<file path="config.mk">
export PLATFORM = sky130hd
export DESIGN_NAME = prioritised_irq_controller
export DESIGN_NICKNAME = d
export VERILOG_FILES = /design/src/pkg/irq_ctrl_pkg.sv /design/src/pkg/prio_pick_if.sv /design/src/hdl/prio_picker.sv /design/src/hdl/prioritised_irq_controller.sv
export VERILOG_INCLUDE_DIRS = /design/src /design/src/pkg
export SDC_FILE = /design/constraint.sdc
export NUM_CORES = 1
export LEC_CHECK = 0
export ABC_AREA = 1
export BUFFER_PORTS_ARGS = -buffer_cell sky130_fd_sc_hd__buf_2
export CAP_MARGIN = 20
export CORE_MARGIN = 3
export CORE_UTILIZATION = 40
export CTS_CLUSTER_SIZE = 25
export DETAILED_ROUTE_END_ITERATION = 10
export MAX_ROUTING_LAYER = met4
export SYNTH_ARGS = -nofsm -noshare
export SYNTH_HDL_FRONTEND = slang
export SYNTH_SLANG_ARGS = --single-unit
</file>
<file path="constraint.sdc">
create_clock -name pclk -period 31.7 [get_ports pclk]
set_input_delay 0 -clock pclk [delete_from_list [all_inputs] [get_ports pclk]]
set_output_delay 0 -clock pclk [all_outputs]
set_load 0.02 [all_outputs]
</file>
<file path="src/pkg/irq_ctrl_map.svh">
// Register indices, field widths and reset values of the interrupt controller
`ifndef IRQ_CTRL_MAP_SVH
`define IRQ_CTRL_MAP_SVH

// ==========================================================
// Register indices (byte address is four times the index)
`define IDX_PRIO_LSB_LO   16'hfc00
`define IDX_PRIO_LSB_HI   16'hfc01
`define IDX_PRIO_MSB_LO   16'hfc02
`define IDX_PRIO_MSB_HI   16'hfc03
`define IDX_PEND_LO       16'hfc04
`define IDX_PEND_HI       16'hfc05
`define IDX_LAST_VECTOR   16'hfc06
`define IDX_DEPTH_CNT     16'hfc07
`define IDX_DEPTH_INC     16'hfc08
`define IDX_DEPTH_DEC     16'hfc09

// ==========================================================
// Field layout
`define SRC_COUNT         28
`define SRC_LO_COUNT      16
`define SRC_HI_COUNT      12
`define VEC_W             5
`define DEPTH_W           3
`define DEPTH_MAX         3'h7

// ==========================================================
// Reset values
`define RST_PRIO          28'h000_0000
`define RST_PEND          28'h000_0000
`define RST_VECTOR        5'h00
`define RST_DEPTH         3'h0

`endif

</file>
<file path="src/pkg/irq_ctrl_pkg.sv">
// Types shared by the interrupt controller modules
package irq_ctrl_pkg;
  typedef logic [1:0]  prio_t;
  typedef logic [4:0]  vector_t;
  typedef logic [2:0]  depth_t;
  typedef logic [27:0] src_vec_t;
endpackage

</file>
<file path="src/pkg/prio_pick_if.sv">
// Carrier between register block and priority picker
`timescale 1ns/1ps
interface prio_pick_if;
  irq_ctrl_pkg::src_vec_t cand;
  irq_ctrl_pkg::src_vec_t lvl_lsb;
  irq_ctrl_pkg::src_vec_t lvl_msb;
  logic                   found;
  irq_ctrl_pkg::vector_t  vec;
  irq_ctrl_pkg::prio_t    level;

  modport req  (output cand, output lvl_lsb, output lvl_msb,
                input found, input vec, input level);
  modport pick (input cand, input lvl_lsb, input lvl_msb,
                output found, output vec, output level);
endinterface

</file>
<file path="src/hdl/prio_picker.sv">
// Priority picker: highest level wins, highest vector breaks ties
`timescale 1ns/1ps
`include "irq_ctrl_map.svh"
module prio_picker (
  // Candidates and result
  prio_pick_if.pick pp
);

  // ==========================================================
  // Level decode of one source
  function automatic irq_ctrl_pkg::prio_t lvl_of(input logic m,
                                                 input logic l);
    lvl_of = {m, l};
  endfunction

  // ==========================================================
  // Scan upward; ties keep the later, higher vector
  irq_ctrl_pkg::prio_t   best_lvl;
  irq_ctrl_pkg::vector_t best_vec;
  logic                  best_hit;
  irq_ctrl_pkg::prio_t   cur;

  always_comb begin
    best_lvl = 2'h0;
    best_vec = `RST_VECTOR;
    best_hit = 1'b0;
    cur      = 2'h0;
    for (int i = 0; i < `SRC_COUNT; i++) begin
      cur = lvl_of(pp.lvl_msb[i], pp.lvl_lsb[i]);
      // Masked sources carry level zero and never win
      if (pp.cand[i] && cur != 2'h0 && cur >= best_lvl) begin
        best_lvl = cur;
        best_vec = 5'(i);
        best_hit = 1'b1;
      end
    end
  end

  // Result to the register block
  assign pp.found = best_hit;
  assign pp.vec   = best_vec;
  assign pp.level = best_lvl;

endmodule

</file>
<file path="src/hdl/prioritised_irq_controller.sv">
// APB interrupt controller with three priority levels and nesting count
//
// The APB slave port was decided locally.
`timescale 1ns/1ps
`include "irq_ctrl_map.svh"
module prioritised_irq_controller #(
  parameter int ADDR_W = 18
) (
  // Clock and reset
  input  wire logic              pclk,
  input  wire logic              presetn,
  // APB slave
  input  wire logic [ADDR_W-1:0] paddr,
  input  wire logic              psel,
  input  wire logic              penable,
  input  wire logic              pwrite,
  input  wire logic [31:0]       pwdata,
  output logic      [31:0]       prdata,
  output logic                   pready,
  output logic                   pslverr,
  // Peripheral requests, same clock, high for one cycle per event
  input  wire logic [27:0]       irq_src,
  // Core request
  output logic                   irq_req,
  output logic      [4:0]        irq_vec
);

  // ==========================================================
  // Address decode
  function automatic logic hit(input logic [ADDR_W-1:0] a,
                               input logic [15:0]       idx);
    hit = (a == ADDR_W'({idx, 2'b00}));
  endfunction

  wire logic sel_lsb_lo = hit(paddr, `IDX_PRIO_LSB_LO);
  wire logic sel_lsb_hi = hit(paddr, `IDX_PRIO_LSB_HI);
  wire logic sel_msb_lo = hit(paddr, `IDX_PRIO_MSB_LO);
  wire logic sel_msb_hi = hit(paddr, `IDX_PRIO_MSB_HI);
  wire logic sel_pnd_lo = hit(paddr, `IDX_PEND_LO);
  wire logic sel_pnd_hi = hit(paddr, `IDX_PEND_HI);
  wire logic sel_vec    = hit(paddr, `IDX_LAST_VECTOR);
  wire logic sel_cnt    = hit(paddr, `IDX_DEPTH_CNT);
  wire logic sel_inc    = hit(paddr, `IDX_DEPTH_INC);
  wire logic sel_dec    = hit(paddr, `IDX_DEPTH_DEC);
  wire logic sel_any    = sel_lsb_lo | sel_lsb_hi | sel_msb_lo |
                          sel_msb_hi | sel_pnd_lo | sel_pnd_hi |
                          sel_vec | sel_cnt | sel_inc | sel_dec;

  // ==========================================================
  // Bus phases
  wire logic setup_ph = psel & ~penable;
  wire logic access   = psel & penable;
  wire logic wr_acc   = access & pwrite;

  // Zero wait states; unmapped addresses answer with an error
  assign pready  = 1'b1;
  assign pslverr = access & ~sel_any;

  // Write strobes per register
  wire logic wr_lsb_lo = wr_acc & sel_lsb_lo;
  wire logic wr_lsb_hi = wr_acc & sel_lsb_hi;
  wire logic wr_msb_lo = wr_acc & sel_msb_lo;
  wire logic wr_msb_hi = wr_acc & sel_msb_hi;
  wire logic wr_pnd_lo = wr_acc & sel_pnd_lo;
  wire logic wr_pnd_hi = wr_acc & sel_pnd_hi;
  wire logic wr_cnt    = wr_acc & sel_cnt;
  wire logic wr_inc    = wr_acc & sel_inc;
  wire logic wr_dec    = wr_acc & sel_dec;

  // ==========================================================
  // State
  irq_ctrl_pkg::src_vec_t lsb_reg, lsb_next;
  irq_ctrl_pkg::src_vec_t msb_reg, msb_next;
  irq_ctrl_pkg::src_vec_t pend_reg, pend_next;
  irq_ctrl_pkg::vector_t  vec_reg, vec_next;
  irq_ctrl_pkg::depth_t   cnt_reg, cnt_next;
  logic                   req_reg;
  logic [31:0]            rdata_reg, rdata_next;

  // ==========================================================
  // Priority bit registers, low and high source halves
  assign lsb_next = { wr_lsb_hi ? pwdata[11:0] : lsb_reg[27:16],
                      wr_lsb_lo ? pwdata[15:0] : lsb_reg[15:0] };
  assign msb_next = { wr_msb_hi ? pwdata[11:0] : msb_reg[27:16],
                      wr_msb_lo ? pwdata[15:0] : msb_reg[15:0] };

  // ==========================================================
  // Picker hookup: only pending and enabled sources compete
  prio_pick_if pk ();
  wire irq_ctrl_pkg::src_vec_t enabled = lsb_reg | msb_reg;

  assign pk.cand    = pend_reg & enabled;
  assign pk.lvl_lsb = lsb_reg;
  assign pk.lvl_msb = msb_reg;

  prio_picker u_pick (
    .pp (pk.pick)
  );

  // Issue when counter is zero and a candidate exists
  wire logic issue = pk.found & (cnt_reg == `RST_DEPTH);

  // One-hot of the issued source
  wire irq_ctrl_pkg::src_vec_t issue_mask =
    issue ? (28'h1 << pk.vec) : `RST_PEND;

  // ==========================================================
  // Pending flags: W1C clear, auto clear on issue, set wins
  wire irq_ctrl_pkg::src_vec_t clr_mask =
    { wr_pnd_hi ? pwdata[11:0] : 12'h000,
      wr_pnd_lo ? pwdata[15:0] : 16'h0000 };

  assign pend_next = (pend_reg & ~clr_mask & ~issue_mask)
                   | irq_src;

  // ==========================================================
  // Last vector record
  assign vec_next = issue ? pk.vec : vec_reg;

  // ==========================================================
  // Nesting counter: strobes, issue, saturation
  wire irq_ctrl_pkg::depth_t cnt_base = wr_cnt ? pwdata[2:0] : cnt_reg;
  wire logic [3:0] cnt_up  = {1'b0, cnt_base} + {3'h0, issue}
                           + {3'h0, wr_inc};
  wire logic       cnt_dn  = wr_dec & (cnt_base != `RST_DEPTH);
  wire logic [3:0] cnt_sum = cnt_up - {3'h0, cnt_dn};

  assign cnt_next = (cnt_sum > {1'b0, `DEPTH_MAX}) ? `DEPTH_MAX
                                                   : cnt_sum[2:0];

  // ==========================================================
  // Read mux, sampled in the setup phase
  always_comb begin
    rdata_next = 32'h0000_0000;
    if (sel_lsb_lo)
      rdata_next[15:0] = lsb_reg[15:0];
    else if (sel_lsb_hi)
      rdata_next[11:0] = lsb_reg[27:16];
    else if (sel_msb_lo)
      rdata_next[15:0] = msb_reg[15:0];
    else if (sel_msb_hi)
      rdata_next[11:0] = msb_reg[27:16];
    else if (sel_pnd_lo)
      rdata_next[15:0] = pend_reg[15:0];
    else if (sel_pnd_hi)
      rdata_next[11:0] = pend_reg[27:16];
    else if (sel_vec)
      rdata_next[4:0] = vec_reg;
    else if (sel_cnt)
      rdata_next[2:0] = cnt_reg;
  end

  // ==========================================================
  // Register update
  always_ff @(posedge pclk or negedge presetn) begin
    if (!presetn) begin
      lsb_reg  <= `RST_PRIO;
      msb_reg  <= `RST_PRIO;
      pend_reg <= `RST_PEND;
      vec_reg  <= `RST_VECTOR;
      cnt_reg  <= `RST_DEPTH;
      req_reg  <= 1'b0;
    end else begin
      lsb_reg  <= lsb_next;
      msb_reg  <= msb_next;
      pend_reg <= pend_next;
      vec_reg  <= vec_next;
      cnt_reg  <= cnt_next;
      req_reg  <= issue;
    end
  end

  // Read data register
  always_ff @(posedge pclk or negedge presetn) begin
    if (!presetn)
      rdata_reg <= 32'h0000_0000;
    else if (setup_ph)
      rdata_reg <= rdata_next;
  end

  // Outputs
  assign prdata  = rdata_reg;
  assign irq_req = req_reg;
  assign irq_vec = vec_reg;
endmodule

</file>
==> run_results.csv <==
group,metric,value,unit
power_and_ir_drop,finalPower,0.0002809,W
worst_setup_path,reg2regPathDepth,221,
power_and_ir_drop,p_switching,0.00006937,W
finish,area_delta_synth_final,19.17,%
clocking,cts_tree,"built",
power_and_ir_drop,intPower,0.0002115,W
timing,finalSetupViolations,0,
status,status,"complete, no violations",
clocking,clk_pin_slew,80,ps
logic_synthesis,syn_avg_cell_area,6.835,sq um
power_and_ir_drop,vdd_drop_max,0.00002508,V
floorplanning,start_util,41.66,%
drt,vias_per_cell,5.049,
worst_setup_path,reg2reg_from,"msb_reg[0]",
grt,antenna_found_initial,0,
timing,rsz0062_at_grt,"no",
logic_synthesis,synth-main-ff-cell,"dfrtp_1",
finish,multiInputGateArea,4262,sq um
drt,dr.pass1.iters,7,
worst_setup_path,r2r_end,"cnt_reg[2]",
worst_setup_path,cp_max_fo,12,
clocking,cts-root-buf,"clkbuf_16",
clocking,cts_htree_levels,3,
worst_hold_path,min_path_cells,3,
worst_hold_path,hold_start,"pwdata[8]",
clocking,clkLatencyLatePin,360,ps
power_and_ir_drop,p_leak,4.947,nW
timing,fin_crit,27960,ps
floorplanning,ios,123,
floorplanning,die_h,147.0,um
power_and_ir_drop,pwr-share-clk,43.4,%
timing,slew_viol_final,0,
clocking,postCtsResizedCells,0,
grt,grt_util_all_layers,23.50,%
logic_synthesis,synthesis.area,7949,sq um
floorplanning,dieWidth,147.0,um
worst_hold_path,holdCritPathClass,"input port to register",
grt,grt_max_degree,56,
finish,final_layout_size_suffix_gt1_share,12.88,%
clocking,clock_sinks,109,
logic_synthesis,synth_seq_cells,109,
drt,dr.first_iter.drc_count,674,
finish,final_cell_mix,"316 x nand2_1, 210 x inv_1, 109 x o21ai_0, 109 x dfrtp_1, 88 x buf_2",
drt,wirelength,24220,um
placement,gp_congestion,0.9386,
worst_setup_path,cp.arrival,28210,ps
clocking,cts_buffers,9,
drt,wl_per_cell,15.49,um
logic_synthesis,ys_types,49,
worst_setup_path,crit_top_cell,"nand2_1",
power_and_ir_drop,p_sw_share,24.70,%
grt,grt_pass1_vias,7411,
logic_synthesis,yosysWarnings,0,
drt,route.detailed.drc,0,
worst_setup_path,critPathMaxStageDelay,430,ps
placement,dp_hpwl,18620,um
timing,fmax,0.03576,GHz
logic_synthesis,syn-instance-count,1163,
power_and_ir_drop,p_per_area,29.65,nW/um^2
logic_synthesis,async_reset_ff_share,100.0,%
finish,regArea,2728,sq um
worst_setup_path,cp.required,31940,ps
timing,tightest_slew,913.2,ps
worst_setup_path,critPathLaunchType,"register",
timing,slew_headroom,38.94,%
power_and_ir_drop,p_comb_share,7.0,%
finish,diodes,0,
finish,nets,1417,
timing,hold_viol_final,0,
job,cap_violations,0,
power_and_ir_drop,pwr-share-seq,49.7,%
timing,fin_worst_skew,9.941,ps
timing,setup_tns,0,ps
drt,postRouteAntennaNets,0,
finish,final_common_cell,"nand2_1",
grt,grt_pass1_wl,38990,um
worst_hold_path,holdPathEnd,"msb_reg[24]",
logic_synthesis,yosysSeqAreaShare,34.31,%
finish,fillCellCount,1966,
clocking,clk_path_buf_depth,2,
logic_synthesis,synth_edf_count,0,
worst_setup_path,worstSetupPathType,"register to register",
drt,vias,7897,
floorplanning,dieArea,21600,sq um
floorplanning,design.core.area,19080,sq um
placement,port_buffers,89,
worst_setup_path,critPathCaptureType,"register",
timing,finalCritPeriodShare,88.21,%
worst_setup_path,r2r_setup_slack,3740,ps
grt,grt_overflow_total,0,
worst_setup_path,cpMaxStageDelayCell,"fa_1",
floorplanning,fp-row-count,50,
-- cell usage after synthesis, types with 2 or more instances --
cell type | n | share of area [%]
nand2_1 | 316 | 15
inv_1 | 210 | 9.9
dfrtp_1 | 109 | 34
o21ai_0 | 109 | 6.9
nand3_1 | 77 | 4.8
nor2_1 | 58 | 2.7
a21oi_1 | 52 | 3.3
ha_1 | 33 | 5.2
buf_4 | 19 | 1.8
clkbuf_1 | 19 | 0.90
and2_1 | 12 | 0.94
o21ai_1 | 12 | 0.76
nand4_1 | 11 | 0.87
nor3_1 | 11 | 0.69
nor4_1 | 9 | 0.71
nand2_2 | 8 | 0.63
o21bai_1 | 8 | 0.76
o221ai_1 | 8 | 0.88
o211ai_1 | 7 | 0.66
o21ai_2 | 7 | 0.77
o22ai_1 | 7 | 0.55
inv_2 | 6 | 0.28
a221oi_1 | 5 | 0.55
nor2_2 | 5 | 0.39
nand2_4 | 4 | 0.57
nand3_2 | 4 | 0.50
nor2_4 | 4 | 0.57
a21oi_2 | 3 | 0.33
a22oi_1 | 3 | 0.28
nor3_2 | 3 | 0.38
o2111ai_1 | 3 | 0.33
a21oi_4 | 2 | 0.41
conb_1 | 2 | 0.094
fa_1 | 2 | 0.50
-- critical path, delay by kind of cell, from the launching register on --
kind	cells	cell delay (ps)
compound gates	24	3840
xor+xnor	1	230
fa+ha+maj	29	7690
buf+inv	32	1880
flops	1	390
simple gates	135	13710
-- worst max path at each step --
| stage | start | end | slack (ps) |
|---|---|---|---|
| floorplan | pend_reg[0] | cnt_reg[0] | 7360 |
| global placement | pend_reg[0] | cnt_reg[1] | 4280 |
| detailed placement | pend_reg[0] | cnt_reg[2] | 3900 |
| CTS | pend_reg[0] | cnt_reg[2] | 3780 |
| global route | pend_reg[0] | cnt_reg[2] | 250 |
| finish | msb_reg[0] | cnt_reg[2] | 3740 |
-- final cells by class --
| cell class | count | area share [%] |
|---|---|---|
| clock buffers | 11 | 2.562 |
| clock inverters | 5 | 0.7132 |
| inverters | 218 | 8.651 |
| multi-input cells | 813 | 44.99 |
| flip-flops and latches | 109 | 28.79 |
| well taps | 260 | 3.434 |
| repair buffers | 148 | 10.86 |
-- layer usage --
layer  GRT usage [%]  wire [um]
met1           32.78      11290
met2           36.32      10880
met3           2.992       1513
met4           6.337        534
met5               -          0
-- per-stage QoR --
step / instance area [sq um] / util [%] / hold WS, ps / setup slack, ps / instances
6_report: 9473 / 49.65 / 23.91 / 3736 / 1564
5_1_grt: 9473 / 49.65 / 34.07 / 250.9 / 1564
4_1_cts: 9443 / 49.49 / 14.17 / 3779 / 1562
3_5_place_dp: 8642 / 45.29 / 106.0 / 3898 / 1497
3_3_place_gp: 8642 / 45.29 / 105.7 / 4280 / 1497
2_1_floorplan: 8005 / - / -295.6 / 7362 / 1178
-- power by group through the flow --
stage	registers [W]	logic [W]	clock network, W
2_1_floorplan	0.000143	0.00000736	0
3_3_place_gp	0.000142	0.0000164	0
3_5_place_dp	0.000142	0.0000165	0
4_1_cts	0.000140	0.0000197	0.000124
5_1_grt	0.000140	0.0000218	0.000129
6_report	0.000140	0.0000195	0.000122
-- timing repair --
action,in CTS,in global routing
hold endpoints to repair,91,0
setup buffers,0,0
hold buffers,49,0
-- kinds of logic (layout without fill, tap and decap cells) --
logic type,count (synthesis),after routing,share of synthesized area [%]
buffers and inverters,256,382,13.00
adder cells (fa/ha/maj),35,35,5.698
AO/OA/AOI/OAI,232,232,17.16
flip-flops,109,109,34.31
other,2,17,0.09448
AND/OR/NAND/NOR,527,527,29.51
XOR/XNOR,2,2,0.2204
(Power assumes the default switching activity.)
